### config.mk
export PLATFORM = sky130hd
export DESIGN_NAME = nvsw_top
export DESIGN_NICKNAME = d
export VERILOG_FILES = /design/src/design/nvsw_sync.v /design/src/design/nvsw_top.v
export VERILOG_INCLUDE_DIRS = /design/src /design/src/design
export SDC_FILE = /design/constraint.sdc
export NUM_CORES = 1
export LEC_CHECK = 0
export BUFFER_PORTS_ARGS = -buffer_cell sky130_fd_sc_hd__clkbuf_2
export CAP_MARGIN = 20
export CORE_MARGIN = 2
export CORE_UTILIZATION = 55
export CTS_CLUSTER_SIZE = 25
export DETAILED_ROUTE_END_ITERATION = 6
export GPL_TIMING_DRIVEN = 1
export PLACE_DENSITY_LB_ADDON = 0.08
export SETUP_SLACK_MARGIN = 0.5
export SYNTH_ARGS = -nofsm -noshare
export SYNTH_HDL_FRONTEND = slang
export SYNTH_SLANG_ARGS = --single-unit
export TNS_END_PERCENT = 10
### constraint.sdc
create_clock -name I_SYS_CLK -period 3.9 [get_ports I_SYS_CLK]
set_input_delay 0.39 -clock I_SYS_CLK [delete_from_list [all_inputs] [get_ports I_SYS_CLK]]
set_output_delay 0.39 -clock I_SYS_CLK [all_outputs]
set_load 0.01 [all_outputs]
### src/design/nvsw_defines.vh
`ifndef NVSW_DEFINES_VH
`define NVSW_DEFINES_VH
// ==========================================================
// register map (byte offsets on the 8-bit paddr)
`define NVSW_CTRL_OFS      8'h00
`define NVSW_STAT_OFS      8'h04
`define NVSW_RAM_REGION    2'h1
`define NVSW_NV_REGION     2'h2
`define NVSW_CTRL_RST      1'h0
// ==========================================================
// field positions
`define NVSW_CTRL_INH_BIT  0
`define NVSW_STAT_WEL_BIT  0
`define NVSW_STAT_PRL_BIT  1
`define NVSW_STAT_PWR_BIT  2
`define NVSW_STAT_SAV_BIT  3
`define NVSW_STAT_RST_BIT  4
// ==========================================================
// serial opcodes, low three bits of the instruction
`define NVSW_OP_CLEAR_WRITE_LATCH 3'h0
`define NVSW_OP_SAVE              3'h1
`define NVSW_OP_SET_WRITE_LATCH   3'h4
`define NVSW_OP_RESTORE           3'h5
// ==========================================================
// timing
// 5 ms at 20 MHz, sized to the 17-bit save counter
`define NVSW_SAVE_CYCLES   17'h186A0
`define NVSW_SYNC_RST      5'h18
`endif

### src/design/nvsw_sync.v
`timescale 1ns/1ns
`include "nvsw_defines.vh"
module nvsw_sync
(
   input  wire       i_clk,    // system clock
   input  wire       i_reset,  // async reset, active high
   input  wire [4:0] i_async,  // raw pins
   output wire [4:0] o_level   // filtered levels
);
   reg [4:0] stage1;
   reg [4:0] stage2;
   reg [4:0] stage3;
   reg [4:0] level;
   // pin idle levels, so no false request follows reset
   localparam [4:0] RST_LVL = `NVSW_SYNC_RST;
   genvar g;
   generate
      for (g = 0; g < 5; g = g + 1)
      begin : g_bit
         always @(posedge i_clk or posedge i_reset)
         begin
            if (i_reset)
            begin
               stage1[g] <= RST_LVL[g];
               stage2[g] <= RST_LVL[g];
               stage3[g] <= RST_LVL[g];
               level[g]  <= RST_LVL[g];
            end
            else
            begin
               stage1[g] <= i_async[g];
               stage2[g] <= stage1[g];
               stage3[g] <= stage2[g];
               // change only counts once stage two and three agree
               if (stage2[g] == stage3[g])
                  level[g] <= stage3[g];
            end
         end
      end
   endgenerate
   assign o_level = level;
endmodule // nvsw_sync

### src/design/nvsw_top.v
// Function
// RL1: reset clears the write latch so no save can start.
// RL2: prior-restore latch sets only when an explicit restore completes.
// RL3: after reset the whole nonvolatile array is copied into RAM.
// RL4: the power-up copy leaves the prior-restore latch cleared.
// RL5: serial instructions arriving during the power-up copy are ignored.
// RL6: host waits the power-up read delay before any operation.
// RL7: reset leaves both latches cleared.
// RL8: host should clear the write latch after writes and saves.
// RL9: a timed save lasts up to the save time.
// RL10: host waits the save time before clearing the write latch.
// RL11: no save while restore pin low or chip select low.
// RL12: host waits read and write power-up delays after supply stable.
// RL13: save starts on command or low save pin with both latches set.
// RL14: save completion clears the write latch.
// RL15: opcodes clear 000, save 001, set 100, restore 101, msb one.
//
// Our own choices: the address map and the APB register port.
`timescale 1ns/1ns
`include "nvsw_defines.vh"
module nvsw_top
#(
   parameter [16:0] P_SAVE_CYCLES = `NVSW_SAVE_CYCLES
)
(
   input  wire        I_SYS_CLK,             // 20 MHz clock
   input  wire        I_RESET,               // async reset = power-up
   input  wire        I_CHIP_SELECT,         // pin, high selects
   input  wire        I_SERIAL_SHIFT_CLOCK,  // pin, rising edge shifts
   input  wire        I_SERIAL_IN,           // pin, instruction bits
   input  wire        I_SAVE_N,              // pin, low requests save
   input  wire        I_RESTORE_N,           // pin, low requests restore
   input  wire        I_PSEL,                // apb select
   input  wire        I_PENABLE,             // apb enable
   input  wire        I_PWRITE,              // apb direction
   input  wire [7:0]  I_PADDR,               // apb byte address
   input  wire [31:0] I_PWDATA,              // apb write data
   output wire        O_PREADY,              // apb ready
   output wire [31:0] O_PRDATA,              // apb read data
   output wire        O_PSLVERR,             // apb error
   output wire        O_WRITE_LATCH,         // write latch state
   output wire        O_PRIOR_RESTORE,       // prior-restore latch state
   output wire        O_RESTORE_BUSY,        // restore copy running
   output wire        O_SAVE_BUSY            // save running
);
   localparam [1:0] ST_IDLE    = 2'h0;
   localparam [1:0] ST_RESTORE = 2'h1;
   localparam [1:0] ST_SAVE    = 2'h2;
   localparam [1:0] ST_WAIT    = 2'h3;

   reg  [15:0] ram_mem [0:15];
   reg  [15:0] nv_mem  [0:15];
   wire [4:0]  pins;
   reg  [1:0]  state;
   reg  [3:0]  word_idx;
   reg  [16:0] wait_cnt;
   reg         powerup;
   reg         wel;
   reg         prl;
   reg         save_inhibit;
   reg         sk_prev;
   reg         started;
   reg         shift_done;
   reg  [2:0]  bit_cnt;
   reg  [6:0]  shreg;
   reg         pready;
   reg  [31:0] prdata;
   reg         pslverr;
   reg         restore_busy;
   reg         save_busy;
   reg  [31:0] next_prdata;
   reg         next_err;

   // ==========================================================
   // pin synchronisers
   nvsw_sync u_sync
   (
      .i_clk   (I_SYS_CLK),
      .i_reset (I_RESET),
      .i_async ({I_RESTORE_N, I_SAVE_N, I_SERIAL_IN,
                 I_SERIAL_SHIFT_CLOCK, I_CHIP_SELECT}),
      .o_level (pins)
   );
   wire cs_f      = pins[0];
   wire sk_f      = pins[1];
   wire si_f      = pins[2];
   wire save_n_f  = pins[3];
   wire restore_n = pins[4];
   wire sk_rise   = sk_f & ~sk_prev;

   // ==========================================================
   // serial instruction shifter
   wire [2:0] opcode   = {shreg[1:0], si_f};
   wire       cmd_fire = cs_f & sk_rise & started & ~shift_done &
                         (bit_cnt == 3'h7) & (state == ST_IDLE); // RL5
   wire cmd_save  = cmd_fire & (opcode == `NVSW_OP_SAVE);            // RL15
   wire cmd_set   = cmd_fire & (opcode == `NVSW_OP_SET_WRITE_LATCH); // RL15
   wire cmd_clear = cmd_fire & (opcode == `NVSW_OP_CLEAR_WRITE_LATCH);
   wire cmd_rest  = cmd_fire & (opcode == `NVSW_OP_RESTORE);         // RL15

   always @(posedge I_SYS_CLK or posedge I_RESET)
   begin
      if (I_RESET)
      begin
         sk_prev    <= 1'h0;
         started    <= 1'h0;
         shift_done <= 1'h0;
         bit_cnt    <= 3'h0;
         shreg      <= 7'h00;
      end
      else
      begin
         sk_prev <= sk_f;
         if (!cs_f)
         begin
            started    <= 1'h0;
            shift_done <= 1'h0;
            bit_cnt    <= 3'h0;
         end
         else if (sk_rise && !started)
         begin
            // leading zeros are skipped until the start bit
            if (si_f)
            begin
               started <= 1'h1;
               bit_cnt <= 3'h1;
               shreg   <= 7'h01;
            end
         end
         else if (sk_rise && !shift_done)
         begin
            shreg   <= {shreg[5:0], si_f};
            bit_cnt <= bit_cnt + 3'h1;
            if (bit_cnt == 3'h7)
               shift_done <= 1'h1;
         end
      end
   end

   // ==========================================================
   // transfer sequencer
   wire save_go = wel & prl & cs_f & restore_n & ~save_inhibit &
                  (cmd_save | ~save_n_f);                 // RL11 RL13
   wire last    = (word_idx == 4'hF);

   always @(posedge I_SYS_CLK or posedge I_RESET)
   begin
      if (I_RESET)
      begin
         state        <= ST_RESTORE;                       // RL3
         powerup      <= 1'h1;
         word_idx     <= 4'h0;
         wait_cnt     <= 17'h00000;
         wel          <= 1'h0;                             // RL1 RL7
         prl          <= 1'h0;                             // RL7
         restore_busy <= 1'h0;
         save_busy    <= 1'h0;
      end
      else
      begin
         restore_busy <= (state == ST_RESTORE);
         save_busy    <= (state == ST_SAVE) | (state == ST_WAIT);
         case (state)
            ST_IDLE:
            begin
               word_idx <= 4'h0;
               wait_cnt <= 17'h00000;
               if (!restore_n || cmd_rest)
                  state <= ST_RESTORE;
               else if (save_go)
                  state <= ST_SAVE;
               if (cmd_set)
                  wel <= 1'h1;
               else if (cmd_clear)
                  wel <= 1'h0;
            end
            ST_RESTORE:
            begin
               word_idx <= word_idx + 4'h1;
               if (last)
               begin
                  state   <= ST_IDLE;
                  powerup <= 1'h0;
                  if (!powerup)
                     prl <= 1'h1;                          // RL2 RL4
               end
            end
            ST_SAVE:
            begin
               word_idx <= word_idx + 4'h1;
               if (last)
                  state <= ST_WAIT;
            end
            ST_WAIT:
            begin
               // copy took 16 cycles, the rest of the save time here
               wait_cnt <= wait_cnt + 17'h00001;
               if (wait_cnt >= P_SAVE_CYCLES - 17'h00011)      // RL9
               begin
                  state <= ST_IDLE;
                  wel   <= 1'h0;                           // RL14
               end
            end
            default:
               state <= ST_IDLE;
         endcase
      end
   end

   // ==========================================================
   // arrays; contents survive reset like real cells
   wire apb_acc = I_PSEL & I_PENABLE & ~pready;
   wire in_ram  = (I_PADDR[7:6] == `NVSW_RAM_REGION);
   wire in_nv   = (I_PADDR[7:6] == `NVSW_NV_REGION);
   wire ram_wr  = apb_acc & I_PWRITE & in_ram & wel & prl &
                  (state == ST_IDLE);

   always @(posedge I_SYS_CLK)
   begin
      if (state == ST_RESTORE)
         ram_mem[word_idx] <= nv_mem[word_idx];            // RL3
      else if (ram_wr)
         ram_mem[I_PADDR[5:2]] <= I_PWDATA[15:0];
      if (state == ST_SAVE)
         nv_mem[word_idx] <= ram_mem[word_idx];
   end

   // ==========================================================
   // apb slave, one wait state on every access
   always @*
   begin
      next_prdata = 32'h00000000;
      next_err    = 1'h0;
      if (I_PADDR == `NVSW_CTRL_OFS)
         next_prdata[`NVSW_CTRL_INH_BIT] = save_inhibit;
      else if (I_PADDR == `NVSW_STAT_OFS)
      begin
         next_prdata[`NVSW_STAT_WEL_BIT] = wel;
         next_prdata[`NVSW_STAT_PRL_BIT] = prl;
         next_prdata[`NVSW_STAT_PWR_BIT] = powerup;
         next_prdata[`NVSW_STAT_SAV_BIT] = save_busy;
         next_prdata[`NVSW_STAT_RST_BIT] = restore_busy;
         next_err = I_PWRITE;
      end
      else if (in_ram)
         next_prdata[15:0] = ram_mem[I_PADDR[5:2]];
      else if (in_nv)
      begin
         next_prdata[15:0] = nv_mem[I_PADDR[5:2]];
         next_err = I_PWRITE;
      end
      else
         next_err = 1'h1;
      if (I_PWRITE)
         next_prdata = 32'h00000000;
   end

   always @(posedge I_SYS_CLK or posedge I_RESET)
   begin
      if (I_RESET)
      begin
         pready       <= 1'h0;
         prdata       <= 32'h00000000;
         pslverr      <= 1'h0;
         save_inhibit <= `NVSW_CTRL_RST;
      end
      else
      begin
         pready  <= apb_acc;
         prdata  <= apb_acc ? next_prdata : 32'h00000000;
         pslverr <= apb_acc & next_err;
         if (apb_acc && I_PWRITE && I_PADDR == `NVSW_CTRL_OFS)
            save_inhibit <= I_PWDATA[`NVSW_CTRL_INH_BIT];
      end
   end

   assign O_PREADY        = pready;
   assign O_PRDATA        = prdata;
   assign O_PSLVERR       = pslverr;
   assign O_WRITE_LATCH   = wel;
   assign O_PRIOR_RESTORE = prl;
   assign O_RESTORE_BUSY  = restore_busy;
   assign O_SAVE_BUSY     = save_busy;
endmodule // nvsw_top

Word-level counts from Yosys, hierarchy flattened
Memory sizes are Yosys's and may differ from the RTL's.
Cells that the tools add are included.
Widths: inputs -> output; s select.
- flip-flop bits (word level): 91
- bits in latches: 0
- ROM bits: 0
- bits of input ports: 50
- logic and storage cells: 175
- memories: 2
- memory bits (writable): 512
- memory list (name ; depth ; bits a word ; rd ports ; clocked after Yosys merged registers in ; wr ports ; RTL line ; source):
    nv_mem ; 16 ; 16 ; 2 ; 0 ; 1 ; nvsw_top.v:52 ; reg [15:0] nv_mem [0:15];
    ram_mem ; 16 ; 16 ; 2 ; 0 ; 1 ; nvsw_top.v:51 ; reg [15:0] ram_mem [0:15];
- order comparisons: 1
- bitwise operators: 31
- add/sub/neg operators: 3
- equality and inequality tests: 29
- div/mod/pow operators: 0
- shift-type cells: 0
- reductions and logical operators: 24
- multipliers: 0
- multiplexer cells: 48
- operators by type and width (kind ; count):
    $mux 16 ; 4
    $pmux 17 s2 ; 1
    $mux 32 ; 1
    $and 1x1->1 ; 23
    $mux 1 ; 23
    $add 17x1->17 const B ; 1
    $ge 17x17->1 const B ; 1
    $mux 2 ; 8
    $reduce_or 16->1 ; 1
    $mux 15 ; 1
    $mux 3 ; 4
    $ne 2x2->1 const B ; 6
    $reduce_and 3->1 ; 4
    $mux 11 ; 1
    $eq 3x3->1 const B ; 3
    $eq 8x3->1 const B ; 1
    $logic_not 8->1 ; 1
    $pmux 2 s4 ; 1
    $pmux 4 s2 ; 1
    $eq 2x2->1 const B ; 3
    $ne 2x1->1 const B ; 3
    $ne 3x2->1 const B ; 2
    $ne 3x3->1 const B ; 2
    $not 1->1 ; 6
    other kinds (19) ; 34

Logic depth before layout (Yosys ltp)
- depth after elaboration: 13
- mapped depth: 9
- mapped depth without buffers: 7

Modules after synthesis
From an unflattened synthesis, not the netlist that was laid out.
- cells, all modules: 1396
- area, all modules: 27079.7 um^2
- by module, submodules not included (module ; times used ; seq. area each (um^2) ; cells each ; area an instance (um^2)):
    nvsw_top ; 1 ; 16753.6 ; 1370 ; 26509.2
    nvsw_sync ; 1 ; 510.5 ; 26 ; 570.5

Worst setup path after synthesis
OpenSTA, ideal clock, no wires.
- path type: register to register
- start: reg word_idx[1]
- end: mem nv_mem[0][0] (enable)
- cell stages (with the launch flop): 9
- setup slack: 0.940 ns
- buffers on the path: 4
- arrival time: 2.550 ns
- data required time: 3.491 ns
- path through: dfrtp_1 -> clkbuf_1 -> buf_2 -> buf_2 -> buf_2 -> inv_1 -> ha_1 -> nand2_1 -> nor3_1
- RTL lines (item ; RTL line ; source):
    start, declared ; nvsw_top.v:55 ; reg [3:0] word_idx;
    start signal, assigned ; nvsw_top.v:179 ; word_idx <= word_idx + 4'h1;
    start signal, assigned ; nvsw_top.v:190 ; word_idx <= word_idx + 4'h1;
    end, declared ; nvsw_top.v:52 ;
Straight into the memory's write port.

Final worst setup path
- start: reg state[1]
- end: mem ram_mem[15][14] (enable)
- cells in the longest elaborated chain, start to end: 7
- elaborated cells between the ends (all ways): 11
- those cells by class: eq/ne (1); mux (7); bitwise (1); reduce/logical (2)
- RTL lines (item ; RTL line ; source):
    start, declared ; nvsw_top.v:54 ; reg [1:0] state;
    start signal, assigned ; nvsw_top.v:150 ; state <= ST_RESTORE;
    start signal, assigned ; nvsw_top.v:169 ; state <= ST_RESTORE;
    start signal, assigned ; nvsw_top.v:171 ; state <= ST_SAVE;
    $logic_not 2->1 ; nvsw_top.v:216 ; (state == ST_IDLE);
    $and 1x1->1 ; nvsw_top.v:215 ; wire ram_wr = apb_acc & I_PWRITE & in_ram & wel & prl &
    $mux 1 ; nvsw_top.v:222 ; else if (ram_wr)
    $mux 1 ; nvsw_top.v:220 ; if (state == ST_RESTORE)
    $mux 1 (implied by the code) ; nvsw_top.v:223 ; ram_mem[I_PADDR[5:2]] <= I_PWDATA[15:0];
    $reduce_or 16->1 (no source line) ; n/a ;
    $mux 4 (no source line) or $mux 1 (tied branches) ; n/a ;
    end, declared ; nvsw_top.v:51 ;
Several ways; a longest one is shown, not always the timed one.

==> results.cfg <==
[worst_setup_path]
required_ps = 4170
regToRegEndpoint = ram_mem[15][14]
worstSetupPathType = register to register
path_cells = inv_1 -> ha_1 -> nor4_2 -> a31oi_1 -> nor2_2 -> buf_4
max_stage_delay_ps = 930
timing.rr.start = state[1]
end_kind = register
crit_start = state[1]
start_kind = register
cp_max_fo = 14
slowest_stage = nor4_2
rr_worst_depth = 6
arrival_ps = 3560
r2r_setup_slack_ps = 610

[place]
dp_slack_ps = 804
numPortBuffers = 55
hpwl_um = 42100
dp_cells = 2094
routabilityCongestion = 0.875

[clocking]
h-tree-depth = 2
clkLatencyLatePin_ps = 630
cts_made_buffers = 59
clkTransAtPathRegs_ps = 60
clockBufferDepth = 3
cts.sinks = 587
cts_tree = done
cts_repair_resize_count = 0
cts_root_buf = clkbuf_16

[hold_path]
whs_path_depth = 2
min-delay-start = I_PWDATA[0]
hold_end = save_inhibit
hold_path_class = input port to register

[global_route]
antenna_found_initial = 2
grt_pass1_vias = 14926
overflow = 0
grt_max_degree = 50
grt_usage_pct = 27.8
grt_pass1_wl_um = 99600

[timing]
worst_pin_slew_ps = 1020
setup_ws_ps = 612
grt_setup_unrepaired = false
setup_viol = 0
fin_crit_ps = 3290
hold_viol_final = 0
relSlewSlack_pct = 31.3
slew_viol_final = 0
clock_skew_ps = 27.4
fmax_mhz = 304
fin_setup_tns_ps = 0
fin_crit_sh_pct = 84.3

[power]
power_leakage_uw = 0.0100
powerDensity_nw_per_um2 = 624
vdd_drop_max_v = 0.000397

[detailed_routing]
drt_pass1_iterations = 5
drt_iter0_markers = 1558
vias_per_cell = 6.65
drc = 0
post_drt_wl_per_cell_um = 31.1
vias = 14694
wirelength_um = 68700
ant_nets = 0

[synth]
synth_seq_cells = 587
synth_ff_type = edfxtp_1
synth.area.top_cells = edfxtp_1 57%, mux4_2 23%, dfrtp_1 6.0%
yosysMostFrequentCell = edfxtp_1
synthArstFlopShare_pct = 12.8
synth_top_area_cell = edfxtp_1
synth_warnings = 0
syn-cell-area_um2 = 27100
syn_avg_cell_area_um2 = 19.3
synth_common_cells = 512 x edfxtp_1, 275 x mux4_2, 65 x dfrtp_1, 60 x mux2i_1, 59 x nor2_1
synth_top_area_share_pct = 56.7
syn_inst = 1408
synth_enable_flop_cells = 512
ys_types = 62
synth_sequential_area_ratio_pct = 63.7

[cells_and_area]
drive_gt1_share_pct = 37.1
area_delta_synth_final_pct = 12.1
fin_cells = 2209
final_nets = 1559

[job]
drv_cap = 0

[floorplanning]
fp.dieH_um = 226
ios = 88
start_util_pct = 55.6
die_area_um2 = 51100
num_rows = 81
core_um2 = 48700
die_w_um = 226

[outcome]
status = complete, no violations
state kept, by name, summed over array words and instances (netlist names), 2 cells and up:
name and cells:
nv_mem 256, ram_mem 256, wait_cnt 17, O_PRDATA 16, u_sync.o_level 5, u_sync.stage1 5, u_sync.stage2 5, u_sync.stage3 5
word_idx 4, bit_cnt 3, shreg 2, state 2
metal layers:
layer / routed length, µm / up-vias / share of wire, % / track usage, %
li1: - / 6079 / - / -
met1: 27100 / 7862 / 39 / 38.0
met3: 5110 / 130 / 7.4 / 4.48
met5: 0 / - / 0 / 0
met4: 2310 / 0 / 3.4 / 10.0
met2: 34200 / 623 / 50 / 45.9
metrics by stage:
stage / instance area (µm²) / hold slack, ps / power, µW / util, %
detailed placement: 28400 / 346 / 13600 / 58.3
global placement: 28400 / 335 / 13400 / 58.3
finish: 30400 / 41.0 / 18900 / 62.3
CTS: 30400 / 4.13 / 19100 / 62.3
global route: 30400 / 33.0 / 19700 / 62.3
floorplan: 27200 / 331 / 12000 / -
power breakdown:
part | switching [µW] | internal (µW) | total (µW)
registers | 347 | 8380 | 8730
clock network | 2370 | 3200 | 5580
logic | 2710 | 1930 | 4640
worst max-delay path by stage:
stage | end | slack [ps] | cells after the start
finish | ram_mem[15][14] | 610 | 6
global placement | ram_mem[8][6] | 850 | 6
CTS | ram_mem[0][1] | 760 | 6
global route | ram_mem[8][15] | 540 | 6
detailed placement | ram_mem[0][6] | 800 | 6
floorplan | nv_mem[0][0] | 940 | 8
final cells by class:
class	instances	area [µm²]
Sequential cell	587	17300
Inverter	15	57.6
Clock inverter	26	184
Multi-Input combinational cell	710	9350
Antenna cell	1	2.50
Tap cell	664	831
Fill cell	3405	18400
Clock buffer	82	1730
Timing Repair Buffer	124	961
layout by cell type, fill, tap and decap left out, types with 9 or more instances in the layout:
cell type / Yosys / routed
a211oi_1: 10 / 10
a21oi_1: 12 / 12
a22o_1: 10 / 10
buf_12: 0 / 11
buf_4: 28 / 54
clkbuf_1: 40 / 10
clkbuf_16: 0 / 62
clkbuf_2: 0 / 52
clkbuf_8: 0 / 10
clkinv_1: 0 / 10
clkinv_2: 0 / 12
conb_1: 1 / 16
dfrtp_1: 65 / 61
dfstp_2: 10 / 10
edfxtp_1: 512 / 512
ha_1: 12 / 12
inv_1: 15 / 14
mux2_2: 38 / 38
mux2i_1: 60 / 60
mux4_2: 275 / 275
nand2_1: 40 / 40
nor2_1: 59 / 31
nor2_2: 0 / 28
nor2b_1: 9 / 9
nor3_1: 18 / 14
o21ai_0: 16 / 16
o22ai_1: 29 / 29
worst max-delay path, delay by kind of cell (launching register included):
| kind | cells | cell delay [ps] |
|---|---|---|
| compound gates | 1 | 470 |
| buf+inv | 2 | 470 |
| flops | 1 | 440 |
| simple gates | 2 | 1240 |
| fa+ha+maj | 1 | 310 |
kinds of logic after synthesis:
family / synth area share (%)
compound gates: 2.95
xor+xnor: 0.355
fa+ha+maj: 0.739
buf+inv: 2.39
flops: 63.7
mux: 26.6
other cells: 0.0138
simple gates: 3.21
what timing repair did:
item / CTS / global route
setup buffers: 0 / 0
hold buffers: 6 / 0
hold endpoints to repair: 43 / 0
Power figures use the tool's default switching activity.
